### src/shared/tirq_defines.svh
`ifndef TIRQ_DEFINES_SVH
`define TIRQ_DEFINES_SVH
`define TIRQ_IDX_ENABLE_ONE  16'hfff3
`define TIRQ_IDX_ENABLE_TWO  16'hfff4
`define TIRQ_IDX_REQUEST_ONE 16'hfff6
`define TIRQ_IDX_REQUEST_TWO 16'hfff7
`define TIRQ_IDX_STATUS      16'hfff8
`define TIRQ_IDX_MASK        16'hfff9
`define TIRQ_BYTE_ADDR(i)    {i, 2'b00}
`define TIRQ_EN1_TIMER_A     5
`define TIRQ_RQ1_TIMER_A     7
`define TIRQ_EN2_TIMER_C     1
`define TIRQ_RQ2_TIMER_C     7
`define TIRQ_RESET_BYTE      8'h00
`define TIRQ_RESET_BIT       1'b0
`define TIRQ_STS_ONE         0
`define TIRQ_STS_TWO         1
`endif

### src/shared/tirq_pkg.sv
package tirq_pkg;
	// per-register source pulses, bit positions match the request registers
	typedef struct packed {
		logic [7:0] one;
		logic [7:0] two;
	} tirq_src_t;
	typedef struct packed {
		logic [7:0] one;
		logic [7:0] two;
	} tirq_pend_t;
	typedef enum logic [2:0] {
		TIRQ_R_EN1, TIRQ_R_EN2, TIRQ_R_RQ1, TIRQ_R_RQ2,
		TIRQ_R_STS, TIRQ_R_MSK, TIRQ_R_NONE
	} tirq_reg_t;
endpackage

### src/tirq_regs.sv
`timescale 1ns/1ns
`default_nettype none
`include "tirq_defines.svh"
module tirq_regs
	import tirq_pkg::*;
(
	input  wire logic        hclk,
	input  wire logic        hresetn,
	input  wire logic        hsel,
	input  wire logic [31:0] haddr,
	input  wire logic [1:0]  htrans,
	input  wire logic        hwrite,
	input  wire logic [2:0]  hsize,
	input  wire logic [31:0] hwdata,
	input  wire logic        hready,
	output logic      [31:0] hrdata,
	output logic             hreadyout,
	output logic             hresp,
	input  wire tirq_src_t   src,
	output tirq_pend_t       pend,
	output logic             irq
);
	// bus side state
	tirq_reg_t   areg;
	tirq_reg_t   dreg;
	tirq_reg_t   next_dreg;
	logic        dwr;
	logic        next_dwr;
	logic        take;

	// data phase write strobes
	logic        wr_en1;
	logic        wr_en2;
	logic        wr_rq1;
	logic        wr_rq2;
	logic        wr_sts;
	logic        wr_msk;
	logic [7:0]  wbyte;

	// enable and mask registers
	logic [7:0]  en1;
	logic [7:0]  en2;
	logic [7:0]  msk;
	logic [7:0]  next_en1;
	logic [7:0]  next_en2;
	logic [7:0]  next_msk;

	// request flags and status
	logic [7:0]  rq1;
	logic [7:0]  rq2;
	logic [7:0]  sts;
	logic [7:0]  next_rq1;
	logic [7:0]  next_rq2;
	logic [7:0]  next_sts;
	logic [7:0]  sts_set;

	// output side
	logic [7:0]  rdv;
	logic [31:0] next_hrdata;
	tirq_pend_t  next_pend;
	logic        next_irq;
	logic        next_hreadyout;
	logic        next_hresp;

	// address decode: only six word addresses are mapped,
	// everything else reads zero and ignores writes
	always_comb begin
		areg = TIRQ_R_NONE;
		if (haddr[31:18] == 14'h0000) begin
			unique case (haddr[17:0])
			`TIRQ_BYTE_ADDR(`TIRQ_IDX_ENABLE_ONE): begin
				areg = TIRQ_R_EN1;
			end
			`TIRQ_BYTE_ADDR(`TIRQ_IDX_ENABLE_TWO): begin
				areg = TIRQ_R_EN2;
			end
			`TIRQ_BYTE_ADDR(`TIRQ_IDX_REQUEST_ONE): begin
				areg = TIRQ_R_RQ1;
			end
			`TIRQ_BYTE_ADDR(`TIRQ_IDX_REQUEST_TWO): begin
				areg = TIRQ_R_RQ2;
			end
			`TIRQ_BYTE_ADDR(`TIRQ_IDX_STATUS): begin
				areg = TIRQ_R_STS;
			end
			`TIRQ_BYTE_ADDR(`TIRQ_IDX_MASK): begin
				areg = TIRQ_R_MSK;
			end
			default: begin
				areg = TIRQ_R_NONE;
			end
			endcase
		end
	end

	// address phase capture; sub-word writes are dropped since
	// every register is one whole word
	always_comb begin
		take      = hsel && hready && htrans[1];
		next_dreg = TIRQ_R_NONE;
		next_dwr  = 1'b0;
		if (take) begin
			next_dreg = areg;
			next_dwr  = hwrite && (hsize == 3'h2);
		end
	end

	always_ff @(posedge hclk or negedge hresetn) begin
		if (!hresetn) begin
			dreg <= TIRQ_R_NONE;
			dwr  <= 1'b0;
		end else begin
			dreg <= next_dreg;
			dwr  <= next_dwr;
		end
	end

	// one strobe per register during the write data phase
	always_comb begin
		wbyte  = hwdata[7:0];
		wr_en1 = dwr && (dreg == TIRQ_R_EN1);
		wr_en2 = dwr && (dreg == TIRQ_R_EN2);
		wr_rq1 = dwr && (dreg == TIRQ_R_RQ1);
		wr_rq2 = dwr && (dreg == TIRQ_R_RQ2);
		wr_sts = dwr && (dreg == TIRQ_R_STS);
		wr_msk = dwr && (dreg == TIRQ_R_MSK);
	end

	// enables and mask are plain read/write bytes
	always_comb begin
		next_en1 = en1;
		next_en2 = en2;
		next_msk = msk;
		if (wr_en1) begin
			next_en1 = wbyte;
		end
		if (wr_en2) begin
			next_en2 = wbyte;
		end
		if (wr_msk) begin
			next_msk = wbyte;
		end
	end

	always_ff @(posedge hclk or negedge hresetn) begin
		if (!hresetn) begin
			en1 <= `TIRQ_RESET_BYTE;
			en2 <= `TIRQ_RESET_BYTE;
			msk <= `TIRQ_RESET_BYTE;
		end else begin
			en1 <= next_en1;
			en2 <= next_en2;
			msk <= next_msk;
		end
	end

	// status bit one gathers every source of the first request
	// register, the next bit every source of the second
	always_comb begin
		sts_set                = 8'h00;
		sts_set[`TIRQ_STS_ONE] = |src.one;
		sts_set[`TIRQ_STS_TWO] = |src.two;
	end

	genvar b;
	generate
		for (b = 0; b < 8; b++) begin : g_bit
			// a source pulse wins over a clear in the same cycle,
			// so an event is never lost to a racing write
			always_comb begin
				next_rq1[b] = rq1[b];
				next_rq2[b] = rq2[b];
				next_sts[b] = sts[b];
				// request flags clear on a written 0
				if (wr_rq1 && !wbyte[b]) begin
					next_rq1[b] = 1'b0;
				end
				if (wr_rq2 && !wbyte[b]) begin
					next_rq2[b] = 1'b0;
				end
				// status clears on a written 1
				if (wr_sts && wbyte[b]) begin
					next_sts[b] = 1'b0;
				end
				if (src.one[b]) begin
					next_rq1[b] = 1'b1;
				end
				if (src.two[b]) begin
					next_rq2[b] = 1'b1;
				end
				if (sts_set[b]) begin
					next_sts[b] = 1'b1;
				end
			end

			always_ff @(posedge hclk or negedge hresetn) begin
				if (!hresetn) begin
					rq1[b] <= `TIRQ_RESET_BIT;
					rq2[b] <= `TIRQ_RESET_BIT;
					sts[b] <= `TIRQ_RESET_BIT;
				end else begin
					rq1[b] <= next_rq1[b];
					rq2[b] <= next_rq2[b];
					sts[b] <= next_sts[b];
				end
			end
		end
	endgenerate

	// read data is taken at the address phase from next-state values,
	// so a write landing on that same edge is already visible and
	// hrdata still comes from a flop with no wait state
	always_comb begin
		unique case (next_dreg)
		TIRQ_R_EN1: begin
			rdv = next_en1;
		end
		TIRQ_R_EN2: begin
			rdv = next_en2;
		end
		TIRQ_R_RQ1: begin
			rdv = next_rq1;
		end
		TIRQ_R_RQ2: begin
			rdv = next_rq2;
		end
		TIRQ_R_STS: begin
			rdv = next_sts;
		end
		TIRQ_R_MSK: begin
			rdv = next_msk;
		end
		TIRQ_R_NONE: begin
			rdv = 8'h00;
		end
		default: begin
			rdv = 8'h00;
		end
		endcase
		next_hrdata = {24'h00_0000, rdv};
	end

	always_ff @(posedge hclk or negedge hresetn) begin
		if (!hresetn) begin
			hrdata <= 32'h0000_0000;
		end else begin
			hrdata <= next_hrdata;
		end
	end

	// timer A and timer C keep their enable away from their flag bit;
	// the remaining sources pair flag and enable by position, since
	// their enable layout is not pinned down here
	always_comb begin
		next_pend.one = next_rq1 & next_en1;
		next_pend.two = next_rq2 & next_en2;
		next_pend.one[`TIRQ_RQ1_TIMER_A] =
			next_rq1[`TIRQ_RQ1_TIMER_A] && next_en1[`TIRQ_EN1_TIMER_A];
		next_pend.two[`TIRQ_RQ2_TIMER_C] =
			next_rq2[`TIRQ_RQ2_TIMER_C] && next_en2[`TIRQ_EN2_TIMER_C];
		next_irq = |(next_sts & next_msk);
	end

	always_ff @(posedge hclk or negedge hresetn) begin
		if (!hresetn) begin
			pend <= '0;
			irq  <= 1'b0;
		end else begin
			pend <= next_pend;
			irq  <= next_irq;
		end
	end

	// never stalls and never errors, held in flops for clean outputs
	always_comb begin
		next_hreadyout = 1'b1;
		next_hresp     = 1'b0;
	end

	always_ff @(posedge hclk or negedge hresetn) begin
		if (!hresetn) begin
			hreadyout <= 1'b1;
			hresp     <= 1'b0;
		end else begin
			hreadyout <= next_hreadyout;
			hresp     <= next_hresp;
		end
	end

	// the bus answers with zero wait states: an address phase
	// taken on one edge has its data phase completed on the next,
	// and a read sees any write that completes on its address edge
endmodule
`default_nettype wire

### config.mk
export PLATFORM = sky130hd
export DESIGN_NAME = tirq_regs
export DESIGN_NICKNAME = d
export VERILOG_FILES = /design/src/shared/tirq_pkg.sv /design/src/tirq_regs.sv
export VERILOG_INCLUDE_DIRS = /design/src /design/src/shared
export SDC_FILE = /design/constraint.sdc
export NUM_CORES = 1
export LEC_CHECK = 0
export ABC_AREA = 1
export BUFFER_PORTS_ARGS = -buffer_cell sky130_fd_sc_hd__buf_2
export CAP_MARGIN = 15
export CORE_MARGIN = 10
export CORE_UTILIZATION = 45
export CTS_CLUSTER_SIZE = 25
export DETAILED_ROUTE_END_ITERATION = 16
export GPL_TIMING_DRIVEN = 0
export PLACE_DENSITY = 0.77
export SYNTH_ARGS = -nofsm -noshare
export SYNTH_HDL_FRONTEND = slang
export SYNTH_SLANG_ARGS = --single-unit
export TNS_END_PERCENT = 10
### constraint.sdc
create_clock -name hclk -period 1.7 [get_ports hclk]
set_clock_uncertainty 0.05 [all_clocks]
set_input_delay 0.17 -clock hclk [delete_from_list [all_inputs] [get_ports hclk]]
set_output_delay 0.17 -clock hclk [all_outputs]
set_load 0.05 [all_outputs]
==> flow_summary_export.csv, run 1 <==
group,metric,value,unit
cts,cts_buffer_depth,2,
detailed_routing,drt_wl_total,11.2,mm
hold_path,holdPathEnd,"rq1[4]$_DFF_PN0_",
timing,hold_viol,0,
detailed_routing,first_pass_iters,5,
timing,rsz0062_at_grt,"true",
timing,period_minus_slack,1810,ps
cts,htree_levels,3,
outcome,status,"finished with violations",
power_and_ir_drop,leakage,0.00304,uW
power_and_ir_drop,power_density,725,mW/mm^2
worst_setup_path,crit_type,"reg2reg",
logic_synthesis,async_reset_ff_share,100,%
placement,pre_cts_ws,-321,ps
floorplanning,fp-row-count,33,
grt,antenna_found_initial,0,
floorplanning,coreArea,0.00830,sq mm
hold_path,whs_path_depth,3,
final_layout,area_growth,32.5,%
worst_setup_path,r2r_slack,-110,ps
logic_synthesis,synth_most_common_cell,"nand2_1",
cts,clk_latency,350,ps
timing,final.setup.tns,-319,ps
worst_setup_path,rr_worst_depth,8,
logic_synthesis,avgSynthCellArea,8.32,sq um
cts,clkSlewWorstSetupHoldPaths,80,ps
timing,finalMaxSlewViolations,0,
logic_synthesis,synth_cell_types,33,
grt,grt_pass1_wl,17.8,mm
placement,dpl.hpwl,8.04,mm
timing,finalWorstSetupSlack,-108,ps
detailed_routing,postRouteAntennaNets,0,
logic_synthesis,ys_ff_latch,77,
grt,overflow,0,
grt,grt_pass1_vias,3640,
hold_path,min_from,"src[12]",
logic_synthesis,synth_top_area_cell,"dfrtp_1",
timing,finalSetupViolations,9,
timing,worstMarginPinSlew,566,ps
floorplanning,pin_count,141,
outcome,violations,"negative setup slack",
flow_run,drv_cap,0,
worst_setup_path,critical_path.max_fanout,10,
final_layout,layout.nets,694,
logic_synthesis,synth_ff_type,"dfrtp_1",
logic_synthesis,synth-edff-count,0,
placement,io_buffers,89,
cts,root_buffer,"clkbuf_8",
logic_synthesis,netlist_instances,466,
logic_synthesis,ys_top_cells_by_area,"dfrtp_1, nand2_1, inv_1",
placement,routabilityCongestion,0.907,
cts,cts_inserted_buffers,9,
detailed_routing,drt_iter0_markers,224,
worst_setup_path,reg2reg_from,"dreg[0]$_DFF_PN0_",
timing,max_freq,553,MHz
worst_setup_path,cp-end-kind,"flip-flop",
worst_setup_path,cp.required,1860,ps
detailed_routing,num_vias,3527,
logic_synthesis,synth_common_cells,"nand2_1, inv_1, dfrtp_1",
final_layout,fillers,684,
logic_synthesis,synth_top_area_share,48.4,%
final_layout,drive_gt1_share,36.0,%
power_and_ir_drop,ir_drop,0.000424,V
floorplanning,die-area,0.0127,sq mm
worst_setup_path,worstPathArrival,1960,ps
timing,fin_crit_sh,106,%
logic_synthesis,synth_area,0.00387,sq mm
cts,cts.sinks,77,
logic_synthesis,synth.yosys.seq_area_share,49.8,%
final_layout,diodes,0,
floorplanning,die_w,113,um
logic_synthesis,synth_warnings,0,
floorplanning,chipHeight,113,um
timing,slew-limit-headroom,61.9,%
worst_setup_path,crit_start,"dreg[0]$_DFF_PN0_",
worst_setup_path,r2r-end,"irq$_DFF_PN0_",
cts,cts_tree,"yes",
worst_setup_path,start_kind,"flip-flop",
floorplanning,initial_utilization,46.7,%
grt,grt.total_usage,17.0,%
detailed_routing,wl_per_cell,15.7,um
hold_path,min_path_type,"in2reg",
detailed_routing,drc,0,
detailed_routing,vias_per_cell,4.94,
grt,grt_max_degree,51,
## per-layer routing
metal | vias to the layer above | global-route usage, % | wire, um
met5 | - | 0 | 0
met4 | 0 | 6.26 | 239
met3 | 21 | 5.49 | 1090
met2 | 177 | 28.3 | 5390
met1 | 1630 | 20.1 | 4500
li1 | 1699 | - | -
## cell type report
class                           instances  area [sq um]  share of cell area (%)
Buffer                                 34           283                    5.51
Clock buffer                           11           131                    2.56
Clock inverter                          5          85.1                    1.66
Inverter                               84           318                    6.19
Multi-Input combinational cell        295          1650                    32.2
Sequential cell                        77          1930                    37.6
Tap cell                              105           131                    2.56
Timing Repair Buffer                  103           606                    11.8
## worst max-delay path by stage
stage | end | slack [ps]
3_5_place_dp | hrdata[4]$_DFF_PN0_ | -320
3_3_place_gp | hrdata[2]$_DFF_PN0_ | -270
6_report | irq$_DFF_PN0_ | -110
4_1_cts | hrdata[6]$_DFF_PN0_ | -20
5_1_grt | irq$_DFF_PN0_ | -140
2_1_floorplan | hrdata[3]$_DFF_PN0_ | 100
## report_power, final
group / internal (uW) / switching [uW]
clock: 833 / 683
sequential: 1830 / 0.0884
combinational: 118 / 257
total: 2780 / 940
## placed cells by master, fill, tap and decap left out, drive strengths merged, types with 5 or more instances in the layout
| cell | count |
|---|---|
| buf | 132 |
| nor2 | 37 |
| inv | 83 |
| nand2 | 94 |
| o21ai | 54 |
| dfrtp | 75 |
| a21oi | 15 |
| nand4 | 5 |
| conb | 26 |
| nand3 | 54 |
| clkbuf | 13 |
## worst max-delay path, cell delays in order, from the launching register on
cell and delay, ps:
dfrtp_1 430, inv_2 90, nor2_4 190, nand2_4 110, clkbuf_8 180, nand2_1 70
o21ai_1 110, a22oi_1 280, nand4_1 160
## cells by family after synthesis
logic type | Yosys count | share of synthesized area [%]
DFF | 77 | 49.8
AOI/OAI and AO/OA | 73 | 9.91
other | 2 | 0.194
and+or+nand+nor | 196 | 25.4
buffers and inverters | 118 | 14.7
## stage by stage
stage,hold slack (ps),util [%],power [uW],instance area (sq um),instances
floorplan,-176,-,2080,3970,490
global placement,282,54.7,2210,4540,684
detailed placement,66.8,55.1,2230,4570,685
CTS,3.47,60.0,3720,4980,712
global route,10.5,61.9,3840,5140,714
finish,10.0,61.9,3720,5140,714
## what timing repair did
action | in CTS | in global routing
hold buffers | 3 | 0
pin swaps | 4 | 24
gates cloned | 1 | 1
setup endpoints to repair | 22 | 9
gates resized for setup | 44 | 56
buffers inserted | 7 | 1
endpoints found under the hold margin | 28 | 0
## registers in the layout, summed over array words and instances, names as in the netlist
signal	cells
pend	16
en1	8
en2	8
hrdata	8
msk	8
rq1	8
rq2	8
sts	8
dreg	3
dwr	1
irq	1
Note: power is estimated with default switching activity, not from simulation.
==> run 2: changes to the inputs <==
- CORE_UTILIZATION: 45 -> 54
- PLACE_DENSITY: 0.77 -> 0.86
- clock period: 1.7 -> 2.1 ns (I/O delays scaled with it)
==> run 2 against run 1 <==
Against the previous run:
- the flow now finishes without violations
- register-to-register slack better by 220 ps
- highest routed layer unchanged
- largest cell class unchanged
- sequential power is 19% lower
- hold slack better by 50 ps
- cell count is 2.8% lower
- critical path depth is 2 higher
==> flow_summary_export.csv, run 2 (same netlist as run 1, synthesis figures left out) <==
group,metric,value,unit
outcome,status,"complete, no violations",
placement,routabilityCongestion,0.931,
worst_setup_path,path_buf_inv,3,
power_and_ir_drop,combPwrFrac,10.4,%
detailed_routing,drt_iter0_markers,336,
floorplanning,die_w,105,um
detailed_routing,first_pass_iters,5,
grt,antenna_found_initial,0,
power_and_ir_drop,p_seq_share,53.1,%
worst_setup_path,crit_type,"reg2reg",
final_layout,final_cell_mix,"buf_2, nand2_1, inv_1, dfrtp_1, o21ai_0",
placement,dpl.hpwl,7.93,mm
cts,root_buffer,"clkbuf_8",
worst_setup_path,cp.required,2280,ps
final_layout,diodes,0,
detailed_routing,drt_wl_total,10.8,mm
cts,cts_tree,"yes",
timing,worstMarginPinSlew,925,ps
placement,place_area,0.00453,sq mm
power_and_ir_drop,p_switching,729,uW
timing,slew-limit-headroom,38.4,%
final_layout,finalInstanceArea,0.00476,sq mm
detailed_routing,num_vias,3507,
worst_setup_path,critical_path.max_fanout,10,
final_layout,regMostFlops,"pend",
final_layout,final_common_cell,"buf_2",
grt,grt.total_usage,19.1,%
cts,htree_levels,3,
floorplanning,initial_utilization,56.4,%
detailed_routing,vias_per_cell,5.05,
flow_run,drv_cap,0,
grt,grt_pass1_vias,3518,
worst_setup_path,slowest_stage,"dfrtp_1",
floorplanning,chipHeight,105,um
timing,finalSetupViolations,0,
worst_setup_path,cpPeakStageDelay,350,ps
final_layout,fin_cells,694,
timing,final.setup.tns,0,ps
floorplanning,die-area,0.0110,sq mm
timing,finalMaxSlewViolations,0,
timing,period_minus_slack,1990,ps
hold_path,min_path_type,"in2reg",
final_layout,area_growth,22.9,%
power_and_ir_drop,switching_share,26.1,%
power_and_ir_drop,p_int,2060,uW
worst_setup_path,crit_chain,"inv_1 > nor2_2 > nand2_2 > clkbuf_2 > o21ai_0 > inv_1 > nand3_1 > nand2_1 > nor2_1 > nand2_1",
power_and_ir_drop,power_density,586,mW/mm^2
worst_setup_path,cp-end-kind,"flip-flop",
timing,max_freq,502,MHz
floorplanning,fp-row-count,30,
worst_setup_path,critPathTopFamily,"simple AND/OR/NAND/NOR gates",
floorplanning,coreArea,0.00687,sq mm
cts,clk_latency,350,ps
detailed_routing,postRouteAntennaNets,0,
grt,grt_max_degree,78,
cts,cts.sinks,77,
placement,io_buffers,89,
worst_setup_path,r2r_slack,110,ps
worst_setup_path,start_kind,"flip-flop",
floorplanning,pin_count,141,
final_layout,fin_util,69.3,%
final_layout,layout.nets,683,
power_and_ir_drop,pwr-share-clk,36.5,%
power_and_ir_drop,finalPower,2790,uW
grt,overflow,0,
timing,fin_crit_sh,94.9,%
cts,cts_buffer_depth,2,
power_and_ir_drop,ir_drop,0.000373,V
power_and_ir_drop,leakage,0.00285,uW
cts,cts_inserted_buffers,9,
final_layout,largest_reg_flops,16,
detailed_routing,wl_per_cell,15.5,um
detailed_routing,drc,0,
cts,clkSlewWorstSetupHoldPaths,70,ps
grt,grt_pass1_wl,17.1,mm
final_layout,drive_gt1_share,29.4,%
timing,hold_viol,0,
placement,dp_cells,675,
worst_setup_path,worstPathArrival,2170,ps
==> run 2: cell types whose count changed in the layout (fill, tap and decap cells not counted), moves of 4 or more <==
cell / change
buf_4: -7
nand2_4: -4
o21ai_2: -18
o21ai_0: +34
o21ai_1: -14
nand2_1: +6
==> run 2: tightest hold or removal path: cells and delay by family <==
family	cells	cell delay, ps
buffers and inverters	2	120
AND/OR/NAND/NOR	1	80
==> run 2: repair_timing <==
item                                   CTS  global route
hold buffers                             3             0
resized for setup                        0            14
endpoints found under the hold margin   76             0
setup endpoints to repair                0             9
setup buffers                            0             0
==> run 2: routing by layer <==
layer | GRT usage, % | up-vias | part of all wire, %
met4 | 8.14 | 0 | 2.9
met5 | 0 | - | 0
met2 | 32.8 | 213 | 49
li1 | - | 1669 | -
met3 | 5.71 | 35 | 9.9
met1 | 21.7 | 1590 | 38
==> run 2: stage by stage <==
step           hold slack (ps)  setup WS [ps]
6_report                  59.8            107
4_1_cts                   53.3           7.54
3_5_place_dp               321           62.8
5_1_grt                   76.2          -4.06
2_1_floorplan             -136            503
3_3_place_gp               319           93.2
==> run 2: cell type report <==
type,instances,area (sq um)
fill,526,2110
inverter,84,318
buffer,34,254
sequential,77,1930
clock buffer,12,155
multi-input combinational,295,1490
clock inverter,4,22.5
tap,96,120
timing repair buffer,92,478
==> run 2: worst paths after layout <==
check                                 start                  end  cells after the start
setup / recovery              dwr$_DFF_PN0_  hrdata[4]$_DFF_PN0_                     10
hold / removal                      src[13]     rq1[5]$_DFF_PN0_                      3
setup reg to reg              dwr$_DFF_PN0_  hrdata[4]$_DFF_PN0_                     10
hold reg to reg            rq1[5]$_DFF_PN0_     rq1[5]$_DFF_PN0_                      2
max in group asynchronous           hresetn    dreg[0]$_DFF_PN0_                      2
min in group asynchronous           hresetn   pend[14]$_DFF_PN0_                      2
==> run 2: power by group through the flow <==
stage	Clock (uW)	Combinational, uW	Sequential (uW)
2_1_floorplan	0	174	1510
3_3_place_gp	0	278	1510
3_5_place_dp	0	283	1510
4_1_cts	1010	287	1480
5_1_grt	1070	316	1480
6_report	1020	291	1480
